`config.mk`:
```
export PLATFORM = sky130hd
export DESIGN_NAME = charge_sequencer
export DESIGN_NICKNAME = d
export VERILOG_FILES = /design/src/core/charge_seq_pkg.sv /design/src/core/charge_sequencer.sv
export SDC_FILE = /design/constraint.sdc
export NUM_CORES = 1
export LEC_CHECK = 0
export BUFFER_PORTS_ARGS = -buffer_cell sky130_fd_sc_hd__buf_2
export CAP_MARGIN = 20
export CORE_MARGIN = 5
export CORE_UTILIZATION = 40
export DETAILED_ROUTE_END_ITERATION = 8
export PLACE_DENSITY_LB_ADDON = 0.1
export SLEW_MARGIN = 15
export SYNTH_ARGS = -nofsm -noshare
export SYNTH_HDL_FRONTEND = slang
export SYNTH_SLANG_ARGS = --single-unit
```
`constraint.sdc`:
```
create_clock -name ref_clk -period 4.8 [get_ports ref_clk]
set_input_delay 0.72 -clock ref_clk [delete_from_list [all_inputs] [get_ports ref_clk]]
set_output_delay 0.72 -clock ref_clk [all_outputs]
set_load 0.005 [all_outputs]
```
`src/core/charge_seq_pkg.sv`:
```
// Purpose: Shared constants and types for the charge sequencer.
// Assumes: 40 MHz ref_clk, APB slave with 12-bit byte addresses.
// Notes: Phase limits are counted in 1 ms ticks.

package charge_seq_pkg;

  // ----------------------------------------------------------------
  // Timing
  // ----------------------------------------------------------------
  localparam int CLK_PERIOD_NS = 25;
  localparam int TICK_TIME_NS = 1_000_000;
  localparam int TICK_CYCLES = TICK_TIME_NS / CLK_PERIOD_NS;
  localparam int PREQUAL_TIME_MS = 450_000;
  localparam int FAST_TIME_MS = 5_400_000;
  localparam int FULL_TIME_MS = 5_400_000;
  localparam int TOPOFF_TIME_MS = 2_700_000;
  localparam int TIMER_W = 24;
  localparam int PRESCALE_W = 16;

  // ----------------------------------------------------------------
  // Register map
  // ----------------------------------------------------------------
  localparam int ADDR_W = 12;
  localparam logic [11:0] CTRL_ADDR = 12'h000;
  localparam logic [11:0] STATUS_ADDR = 12'h004;
  localparam logic [11:0] TIMER_ONE_ADDR = 12'h008;
  localparam logic [11:0] TIMER_TWO_ADDR = 12'h00C;
  localparam int CTRL_HALT_BIT = 0;
  localparam logic CTRL_RESET = 1'h0;

  // ----------------------------------------------------------------
  // Types
  // ----------------------------------------------------------------
  typedef enum logic [2:0] {
    ST_RESET, ST_PREQUAL, ST_FAST, ST_FULL, ST_TOPOFF, ST_DONE, ST_FAULT
  } charge_state_t;

  typedef enum logic [1:0] {
    CUR_ZERO, CUR_TWENTIETH, CUR_LIMIT, CUR_CONST_V
  } drive_t;

  typedef struct packed {
    logic charger_off_input;
    logic bias_ok;
    logic above_uv;
    logic temp_ok;
    logic at_reg_volt;
    logic below_tenth;
    logic below_recharge;
    logic headroom_ok;
    logic over_volt;
  } sense_t;

  typedef struct packed {
    logic psel;
    logic penable;
    logic pwrite;
    logic [11:0] paddr;
    logic [31:0] pwdata;
  } apb_req_t;

  typedef struct packed {
    logic [31:0] prdata;
    logic pready;
    logic pslverr;
  } apb_rsp_t;

endpackage

```
`src/core/charge_sequencer.sv`:
```
// Purpose: Charge sequencing state machine for a Li+ charger.
// Assumes: Sense inputs are comparator pins, asynchronous to ref_clk.
// Notes: Indicator outputs are pull-low enables of open-drain pins.
//
// Overview of operation
// Shutdown or power-up enters reset, timers cleared.
// Reset leads to prequal at twentieth current.
// Prequal advances when above undervoltage, temperature good.
// Prequal timeout below undervoltage gives fault.
// Timer one bounds prequal; timer two fast.
// Prequal bad temperature pauses current and timer.
// Fast charge pulls its indicator, constant current.
// Regulation voltage reached moves fast to full.
// Fast timer expiry stops charging with fault.
// Fast charge bad temperature pauses, freezes timers.
// Full charge pulls its indicator, constant voltage.
// Low current or timer moves full to top-off.
// Top-off charges until its timer, then done.
// Done gives zero current; recharge threshold restarts.
// Full or top-off bad temperature pauses, freezes.
// Reset holds timers cleared, zero current, indicators released.
// Low headroom or overvoltage returns to reset.
// Fault holds until power cycle or shutdown.
// Shutdown held low keeps reset, zero current.

module charge_sequencer
#(
  parameter int TICK_LEN = charge_seq_pkg::TICK_CYCLES,
  parameter int PREQUAL_TICKS = charge_seq_pkg::PREQUAL_TIME_MS,
  parameter int FAST_TICKS = charge_seq_pkg::FAST_TIME_MS,
  parameter int FULL_TICKS = charge_seq_pkg::FULL_TIME_MS,
  parameter int TOPOFF_TICKS = charge_seq_pkg::TOPOFF_TIME_MS
)
(
  input wire logic ref_clk,
  input wire logic rst,
  input wire logic clk_en,
  input wire charge_seq_pkg::sense_t sense,
  input wire charge_seq_pkg::apb_req_t apb_req,
  output charge_seq_pkg::apb_rsp_t apb_rsp,
  output charge_seq_pkg::drive_t charge_drive,
  output logic fast_pull_low,
  output logic full_pull_low,
  output logic fault_pull_low
);

  import charge_seq_pkg::*;

  localparam logic [TIMER_W-1:0] PREQUAL_LIM = TIMER_W'(PREQUAL_TICKS);
  localparam logic [TIMER_W-1:0] FAST_LIM = TIMER_W'(FAST_TICKS);
  localparam logic [TIMER_W-1:0] FULL_LIM = TIMER_W'(FULL_TICKS);
  localparam logic [TIMER_W-1:0] TOPOFF_LIM = TIMER_W'(TOPOFF_TICKS);
  localparam logic [PRESCALE_W-1:0] TICK_LAST = PRESCALE_W'(TICK_LEN - 1);

  sense_t sense_meta;
  sense_t live;
  logic soft_halt;
  logic halt;
  charge_state_t state;
  charge_state_t next_state;
  logic [PRESCALE_W-1:0] prescale;
  logic tick;
  logic [TIMER_W-1:0] phase_timer_one;
  logic [TIMER_W-1:0] phase_timer_two;
  logic [TIMER_W-1:0] one_limit;
  logic one_expired;
  logic two_expired;
  logic active;
  logic paused;

  // ----------------------------------------------------------------
  // Pin synchroniser
  // ----------------------------------------------------------------
  // Comparator outputs change at any time, so both stages are needed
  // before the state machine may look at them.
  always_ff @(posedge ref_clk)
  begin
    if (rst)
    begin
      sense_meta <= '0;
      live <= '0;
    end
    else if (clk_en)
    begin
      sense_meta <= sense;
      live <= sense_meta;
    end
  end

  assign halt = ~live.charger_off_input | soft_halt;
  assign active = (state == ST_PREQUAL) || (state == ST_FAST) ||
                  (state == ST_FULL) || (state == ST_TOPOFF);
  assign paused = active && !live.temp_ok;

  // ----------------------------------------------------------------
  // Phase timers
  // ----------------------------------------------------------------
  // A millisecond prescaler keeps the phase counters narrow; the
  // price is up to one tick of slack on each limit.
  always_ff @(posedge ref_clk)
  begin
    if (rst)
      prescale <= '0;
    else if (clk_en)
    begin
      if (prescale == TICK_LAST)
        prescale <= '0;
      else
        prescale <= prescale + PRESCALE_W'(1);
    end
  end

  assign tick = (prescale == TICK_LAST);

  always_comb
  begin
    case (state)
      ST_PREQUAL: one_limit = PREQUAL_LIM;
      ST_FULL: one_limit = FULL_LIM;
      ST_TOPOFF: one_limit = TOPOFF_LIM;
      default: one_limit = PREQUAL_LIM;
    endcase
  end

  assign one_expired = (phase_timer_one >= one_limit);
  assign two_expired = (phase_timer_two >= FAST_LIM);

  always_ff @(posedge ref_clk)
  begin
    if (rst)
      phase_timer_one <= '0;
    else if (clk_en)
    begin
      if (halt || state == ST_RESET || next_state != state)
        phase_timer_one <= '0;
      else if (tick && !paused && !one_expired &&
               (state == ST_PREQUAL || state == ST_FULL ||
                state == ST_TOPOFF))
        phase_timer_one <= phase_timer_one + TIMER_W'(1);
    end
  end

  always_ff @(posedge ref_clk)
  begin
    if (rst)
      phase_timer_two <= '0;
    else if (clk_en)
    begin
      if (halt || state == ST_RESET)
        phase_timer_two <= '0;
      else if (tick && !paused && !two_expired && state == ST_FAST)
        phase_timer_two <= phase_timer_two + TIMER_W'(1);
    end
  end

  // ----------------------------------------------------------------
  // Charge state machine
  // ----------------------------------------------------------------
  always_comb
  begin
    next_state = state;
    case (state)
      ST_RESET:
        if (live.bias_ok)
          next_state = ST_PREQUAL;
      ST_PREQUAL:
        if (live.temp_ok && live.above_uv)
          next_state = ST_FAST;
        else if (one_expired && !live.above_uv)
          next_state = ST_FAULT;
      ST_FAST:
        if (live.temp_ok && live.at_reg_volt)
          next_state = ST_FULL;
        else if (two_expired)
          next_state = ST_FAULT;
      ST_FULL:
        if (live.temp_ok && (live.below_tenth || one_expired))
          next_state = ST_TOPOFF;
      ST_TOPOFF:
        if (live.temp_ok && one_expired)
          next_state = ST_DONE;
      ST_DONE:
        if (live.below_recharge)
          next_state = ST_RESET;
      ST_FAULT:
        next_state = ST_FAULT;
      default:
        next_state = ST_RESET;
    endcase
    if (state != ST_FAULT && (!live.headroom_ok || live.over_volt))
      next_state = ST_RESET;
    if (halt)
      next_state = ST_RESET;
  end

  always_ff @(posedge ref_clk)
  begin
    if (rst)
      state <= ST_RESET;
    else if (clk_en)
      state <= next_state;
  end

  // ----------------------------------------------------------------
  // Charge command and indicators
  // ----------------------------------------------------------------
  // Outputs follow the next state so that they change on the same
  // edge as the state register. A temperature pause zeroes the
  // current but leaves the indicators as they were.
  always_ff @(posedge ref_clk)
  begin
    if (rst)
      charge_drive <= CUR_ZERO;
    else if (clk_en)
    begin
      if (!live.temp_ok)
        charge_drive <= CUR_ZERO;
      else
        case (next_state)
          ST_PREQUAL: charge_drive <= CUR_TWENTIETH;
          ST_FAST: charge_drive <= CUR_LIMIT;
          ST_FULL: charge_drive <= CUR_CONST_V;
          ST_TOPOFF: charge_drive <= CUR_CONST_V;
          default: charge_drive <= CUR_ZERO;
        endcase
    end
  end

  always_ff @(posedge ref_clk)
  begin
    if (rst)
    begin
      fast_pull_low <= 1'h0;
      full_pull_low <= 1'h0;
      fault_pull_low <= 1'h0;
    end
    else if (clk_en)
    begin
      fast_pull_low <= (next_state == ST_FAST);
      full_pull_low <= (next_state == ST_FULL);
      fault_pull_low <= (next_state == ST_FAULT);
    end
  end

  // ----------------------------------------------------------------
  // APB slave
  // ----------------------------------------------------------------
  // No wait state: the answer is registered in the setup cycle so
  // that every bus output comes straight from a flip-flop.
  logic setup;
  logic take;
  logic mapped;
  logic [31:0] next_rdata;

  assign setup = apb_req.psel && !apb_req.penable && !apb_rsp.pready;
  assign take = apb_req.psel && apb_req.penable && apb_rsp.pready;

  always_comb
  begin
    mapped = 1'h1;
    next_rdata = '0;
    case (apb_req.paddr)
      CTRL_ADDR: next_rdata[CTRL_HALT_BIT] = soft_halt;
      STATUS_ADDR:
        next_rdata = {22'h00_0000, live.temp_ok, paused, fault_pull_low,
                      full_pull_low, fast_pull_low, charge_drive, state};
      TIMER_ONE_ADDR: next_rdata = {8'h00, phase_timer_one};
      TIMER_TWO_ADDR: next_rdata = {8'h00, phase_timer_two};
      default: mapped = 1'h0;
    endcase
  end

  always_ff @(posedge ref_clk)
  begin
    if (rst)
      apb_rsp <= '0;
    else if (clk_en)
    begin
      apb_rsp.pready <= setup;
      apb_rsp.pslverr <= setup && !mapped;
      apb_rsp.prdata <= (setup && !apb_req.pwrite) ? next_rdata : '0;
    end
  end

  always_ff @(posedge ref_clk)
  begin
    if (rst)
      soft_halt <= CTRL_RESET;
    else if (clk_en && take && apb_req.pwrite &&
             apb_req.paddr == CTRL_ADDR)
      soft_halt <= apb_req.pwdata[CTRL_HALT_BIT];
  end
endmodule

```
# [Word-level counts from Yosys, hierarchy flattened]
# Index checks and enable logic that the tools add are counted.
[word_totals] inputBits=59 register_bits=125
[op_classes] n_bitwise=2 n_lt_le_gt_ge=2 n_addsub=3 n_eq_ne=17 muxes=23 n_reduce_logical=48
[ops] operator="24-bit 2-to-1 mux" count=4
[ops] operator="23-bit case mux with 3 select lines" count=1
[ops] operator="24-bit by 1-bit adder with 24-bit output, second input constant" count=2
[ops] operator="23-bit case mux with 2 select lines" count=1
[ops] operator="32-bit 2-to-1 mux" count=1
[ops] operator="3-bit 2-to-1 mux" count=10
[ops] operator="12-bit by 4-bit == test with 1-bit output, second input constant" count=2
[ops] operator="24-bit by 23-bit >= comparator with 1-bit output, second input constant" count=1
[ops] operator="24-bit >= comparator" count=1
[ops] operator="1-bit logical AND" count=21
[ops] operator="3-bit case mux with 7 select lines" count=1
[ops] operator="16-bit by 1-bit adder with 16-bit output, second input constant" count=1
[ops] operator="16-bit == test, second input constant" count=1
[ops] operator="16-bit 2-to-1 mux" count=1
[ops] operator="3-bit == test, second input constant" count=5
[ops] operator="12-bit by 3-bit == test with 1-bit output, second input constant" count=1
[ops] operator="3-bit by 2-bit == test with 1-bit output, second input constant" count=4
[ops] operator="12-bit logical NOT" count=1
[ops] operator="1-bit logical NOT" count=10
[ops] operator="1-bit logical OR" count=9
[ops] operator="3-bit by 1-bit == test with 1-bit output, second input constant" count=2
[ops] operator="2-bit case mux with 3 select lines" count=1
[ops] operator="1-bit case mux with 4 select lines" count=1
[ops] operator="2-bit AND reduction" count=2
[ops] operator="10 further kinds" count=11

# [Longest topological paths before layout]
[depth] word_depth=13 ltp_mapped=15 depth_no_buf=13

# [Worst setup path before layout]
# OpenSTA, ideal clock, no wires.
[synth_path] path_type="reg-to-reg" from="register state[0]" to="register phase_timer_one[12]" n_path_buf=2 setup_time_ns=0.122 path_stages_with_launch=14 required_time_ns=4.678 arrival_time_ns=3.284 setup_slack_ns=1.394 period_less_slack_ns=3.406 path_cell_list="dfxtp_1 > clkbuf_1 > nor2_1 > nand2_1 > nand2_1 > ha_1 > nand4_1 > or4_1 > o21a_1 > o211ai_1 > a21oi_2 > a21o_1 > clkbuf_1 > a221o_1"
[synth_via] elab_chain_cells=13 word_cells_on_any_way=43 cone_classes="order compare: 1; eq/ne: 8; mux: 13; reduce/logical: 21"
[synth_rtl] item="from (decl)" line_no="charge_sequencer.sv:59" rtl="charge_state_t state;"
[synth_rtl] item="from (signal assigned)" line_no="charge_sequencer.sv:201" rtl="state <= next_state;"
[synth_rtl] item="3-bit == test or 3-bit by 2-bit == test with 1-bit output (tied branches)"
[synth_rtl] item="23-bit case mux with 2 select lines" line_no="charge_sequencer.sv:117" rtl="case (state)"
[synth_rtl] item="24-bit >= comparator" line_no="charge_sequencer.sv:125" rtl="assign one_expired = (phase_timer_one >= one_limit);"
[synth_rtl] item="1-bit logical AND or 1-bit logical OR (tied branches)" line_no="charge_sequencer.sv:169, charge_sequencer.sv:177"
[synth_rtl] item="3-bit 2-to-1 mux or 1-bit logical AND (tied branches)" line_no="charge_sequencer.sv:169, charge_sequencer.sv:177"
[synth_rtl] item="3-bit 2-to-1 mux (on tied branches)" line_no="charge_sequencer.sv:167, charge_sequencer.sv:177"
[synth_rtl] item="3-bit case mux with 7 select lines" line_no="charge_sequencer.sv:162" rtl="case (state)"
[synth_rtl] item="3-bit 2-to-1 mux" line_no="charge_sequencer.sv:190" rtl="if (state != ST_FAULT && (!live.headroom_ok || live.over_volt))"
[synth_rtl] item="3-bit 2-to-1 mux" line_no="charge_sequencer.sv:192" rtl="if (halt)"
[synth_rtl] item="3-bit inequality test" line_no="charge_sequencer.sv:134" rtl="if (halt || state == ST_RESET || next_state != state)"
[synth_rtl] item="1-bit logical OR" line_no="charge_sequencer.sv:134"
[synth_rtl] item="2-bit nonzero test (no source line)"
[synth_rtl] item="2-bit AND reduction (no source line)"
[synth_rtl] item="to (signal assigned)" line_no="charge_sequencer.sv:139" rtl="phase_timer_one <= phase_timer_one + TIMER_W'(1);"
[synth_rtl] item="to (decl)" line_no="charge_sequencer.sv:63" rtl="logic [TIMER_W-1:0] phase_timer_one;"
# Parallel ways exist; a longest one is shown, timed or not.
# A chain may end at the register's enable or synchronous reset.

# [Worst setup path in the final report]
[layout_path] from="register state[0]" to="register phase_timer_one[8]"
# The elaborated chain is that of the path after synthesis.

==> results.toml <==
[run_status]
run_status = "finished clean"

[cells_and_area]
layout.cells.most_common = "sky130_fd_sc_hd__nor2_1"
layout-area-overhead-vs-synth_pct = 16.7
layout.cells.most_common_list = "sky130_fd_sc_hd__nor2_1 (141), sky130_fd_sc_hd__dfxtp_1 (117), sky130_fd_sc_hd__nand2_1 (63)"
sequential_cell_area_um2 = 2340
multi_input_area_um2 = 3560
final_cells = 1011
number_of_nets_in_the_layout = 892
filler_cell_count = 1467
diodes = 0
final_layout_size_suffix_gt1_frac = 0.157

[cts]
hold_buffers = 0
cts.reportedPaths.clkPinSlew_ns = 0.05
clock_insertion_delay_worst_skew_ns = 0.41
cts_post_setup_buffers_inserted = 0
numCtsBuffers = 17
cts_htree_levels = 4
cts-root-buf = "sky130_fd_sc_hd__clkbuf_16"
cts.repair.resized = 0
cts.path.max_buffers = 2
clock_tree_from_tritoncts = "built"
cts.sink_count = 117

[timing]
hold_viol_final = 0
setup_viol_count_final = 0
grt_setup_unrepaired = "no"
timing_max_transition_violations_final = 0
fin_worst_skew_ns = 0.00542
min_hold_slack_ns = 0.475
period_minus_slack_ns = 4.20
fmaxAchievable_mhz = 238
worst_pin_slew_ns = 0.710
slew-limit-headroom = 0.526
fin_crit_sh = 0.874
setup_total_negative_slack_ns = 0

[power_and_ir_drop]
powerDensity_nw_per_um2 = 327
pleak_nw = 2.85
irDropWorstVdd_mv = 0.272
post-layout-total-power_w = 0.00235

[min_path]
timing.hold.worst.class = "flop to flop"
worst_hold_path_ep = "fault_pull_low$_SDFFE_PP0P_"
hold_path.startpoint = "fault_pull_low$_SDFFE_PP0P_"
min_path_cells = 2

[synthesis]
postSynth.asyncResetShare = 0
synth.avg_cell_area_um2 = 8.14
flop_and_latch_count_out_of_synthesis = 117
count_of_flip_flops_with_a_built_in_enable_after_synthesis = 0
post_synth_inst_count = 758
ys_seq_area_frac = 0.379
synth_cell_types = 71
synthesis.yosys.warnings = 0
dominantRegCellSynth = "sky130_fd_sc_hd__dfxtp_1"
netlist_area_um2 = 6170

[route]
detailedRoute.firstIterationViolations = 345
antenna_violating_nets_post_route = 0
detail_route.drc_violations = 0
route.vias.total = 5509
wl_per_cell_um = 15.9
drt_pass1_iterations = 5
routed_wirelength_mm = 16.1
post_drt_via_cell_ratio = 5.45

[global_routing]
grt_first_pass_wirelength_mm = 26.5
grt_start_max_net_pins = 60
via_count_of_the_first_global_routing_pass = 5260
grt.total_usage = 0.182
grt_overflow_total = 0
grt_antenna_before_repair = 0

[critical_path]
arrival_ns = 4.49
end_kind = "flop"
crit-reg2reg-capture = "phase_timer_one[8]$_SDFFE_PP0P_"
crit_required_ns = 5.10
timing.reg2reg.worst_path_depth = 12
start_kind = "flop"
reg2reg_slack_ns = 0.60
max_fanout_on_critical_path = 20
timing.rr.start = "state[0]$_SDFFE_PP0P_"
critical_path_class = "flop to flop"

[die]
core.rowCount = 45
die_w_um = 134
initial_utilization = 0.408
die_area_um2 = 18000
die_span_in_y_um = 134
core_area_um2 = 15100
ioPinCount = 98

[placed_design]
placer_congestion_estimate = 0.823
dp_cells = 979
place_hpwl_mm = 11.4
buffer_ports.inserted = 58

[run]
maxCapViolations = 0
[synthesized netlist by cell type (all sizes together) (2+ instances only)]
cell,number,area [um^2]
nor2b,5,31.3
nand4b,2,17.5
a31oi,3,18.8
or4,3,26.3
o21a,2,15.0
nor2,141,529
and3,24,153
a211oi,6,50.1
nand2b,5,31.3
or3,14,98.9
nor4,5,31.3
dfxtp,117,2340
clkbuf,30,113
nor3,15,80.1
nand3,26,135
buf,13,96.3
a21oi,51,259
o211ai,6,45.0
ha,22,275
a221o,19,190
xor2,22,193
a21o,5,37.5
nand4,5,31.3
and4,3,26.3
o21ai,25,125
nand2,63,236
or2,10,62.6
and2,5,31.3
nor4bb,2,20.0
mux2i,20,200
a2bb2oi,2,17.5
xnor2,8,70.1
o2111ai,2,17.5
nor3b,4,30.0
a22oi,24,180
inv,22,82.6
mux2,8,90.1
[metal layers]
metal,wire length [um],up-vias,track usage
li1,-,2777,-
met1,7740,2627,0.241
met2,7620,90,0.294
met3,533,15,0.0420
met4,222,0,0.0566
met5,0,-,0
[worst max-delay path by stage]
stage                           from                          endpoint  slack [ns]  cells past startpoint
2_1_floorplan  state[0]$_SDFFE_PP0P_  phase_timer_one[12]$_SDFFE_PP0P_        1.39                     13
3_3_place_gp   state[0]$_SDFFE_PP0P_  phase_timer_one[23]$_SDFFE_PP0P_        0.76                     14
3_5_place_dp   state[0]$_SDFFE_PP0P_  phase_timer_one[23]$_SDFFE_PP0P_        0.72                     14
4_1_cts        state[0]$_SDFFE_PP0P_  phase_timer_one[21]$_SDFFE_PP0P_        0.72                     14
5_1_grt        state[0]$_SDFFE_PP0P_  phase_timer_one[21]$_SDFFE_PP0P_        0.34                     14
6_report       state[0]$_SDFFE_PP0P_   phase_timer_one[8]$_SDFFE_PP0P_        0.60                     12
[state kept, by name, summed over array words and instances, names as in the netlist]
signal,count
soft_halt,1
fast_pull_low,1
full_pull_low,1
phase_timer_one,24
prescale,16
charge_drive,2
sense_meta,9
live,9
state,3
apb_rsp,26
phase_timer_two,24
fault_pull_low,1
[kinds of logic after synthesis]
kind of cell | Yosys count | synth area share
AO/OA/AOI/OAI | 157 | 0.173
XOR/XNOR | 30 | 0.0426
adder cells (fa/ha/maj) | 22 | 0.0446
buffers and inverters | 66 | 0.0478
flip-flops | 117 | 0.379
multiplexers | 29 | 0.0507
other | 1 | 0.000608
AND/OR/NAND/NOR | 336 | 0.262
[per-stage QoR]
step	setup slack (ns)	utilization	instance area [um^2]
floorplan	1.39	-	6200
global placement	0.755	0.436	6600
detailed placement	0.724	0.436	6600
CTS	0.719	0.475	7190
global route	0.341	0.476	7200
finish	0.604	0.476	7200
[power breakdown]
part,total (W),leakage [nW],internal [W],switching [W]
registers,0.000988,0.945,0.000981,0.00000686
clock network,0.00129,0.284,0.000824,0.000465
logic,0.0000764,1.62,0.0000279,0.0000486
total,0.00235,2.85,0.00183,0.000521
[worst max-delay path, stage by stage, from the launching register on]
cell and delay [ns]:
sky130_fd_sc_hd__dfxtp_1 0.57, sky130_fd_sc_hd__nor2_1 0.17, sky130_fd_sc_hd__nand2_1 0.40, sky130_fd_sc_hd__inv_1 0.27
sky130_fd_sc_hd__ha_1 0.37, sky130_fd_sc_hd__nand4_1 0.12, sky130_fd_sc_hd__or4_1 0.61, sky130_fd_sc_hd__o21a_1 0.25
sky130_fd_sc_hd__o211ai_1 0.34, sky130_fd_sc_hd__a21oi_2 0.17, sky130_fd_sc_hd__a21o_1 0.21, sky130_fd_sc_hd__buf_4 0.21
sky130_fd_sc_hd__a221o_1 0.37
[layout make-up]
cell class / instances / area share
clock buffers: 18 / 0.0610
repair buffers: 70 / 0.0528
flip-flops and latches: 117 / 0.325
clock inverters: 13 / 0.0219
multi-input cells: 582 / 0.494
well taps: 188 / 0.0327
inverters: 23 / 0.0120
(Power assumes the default switching activity.)
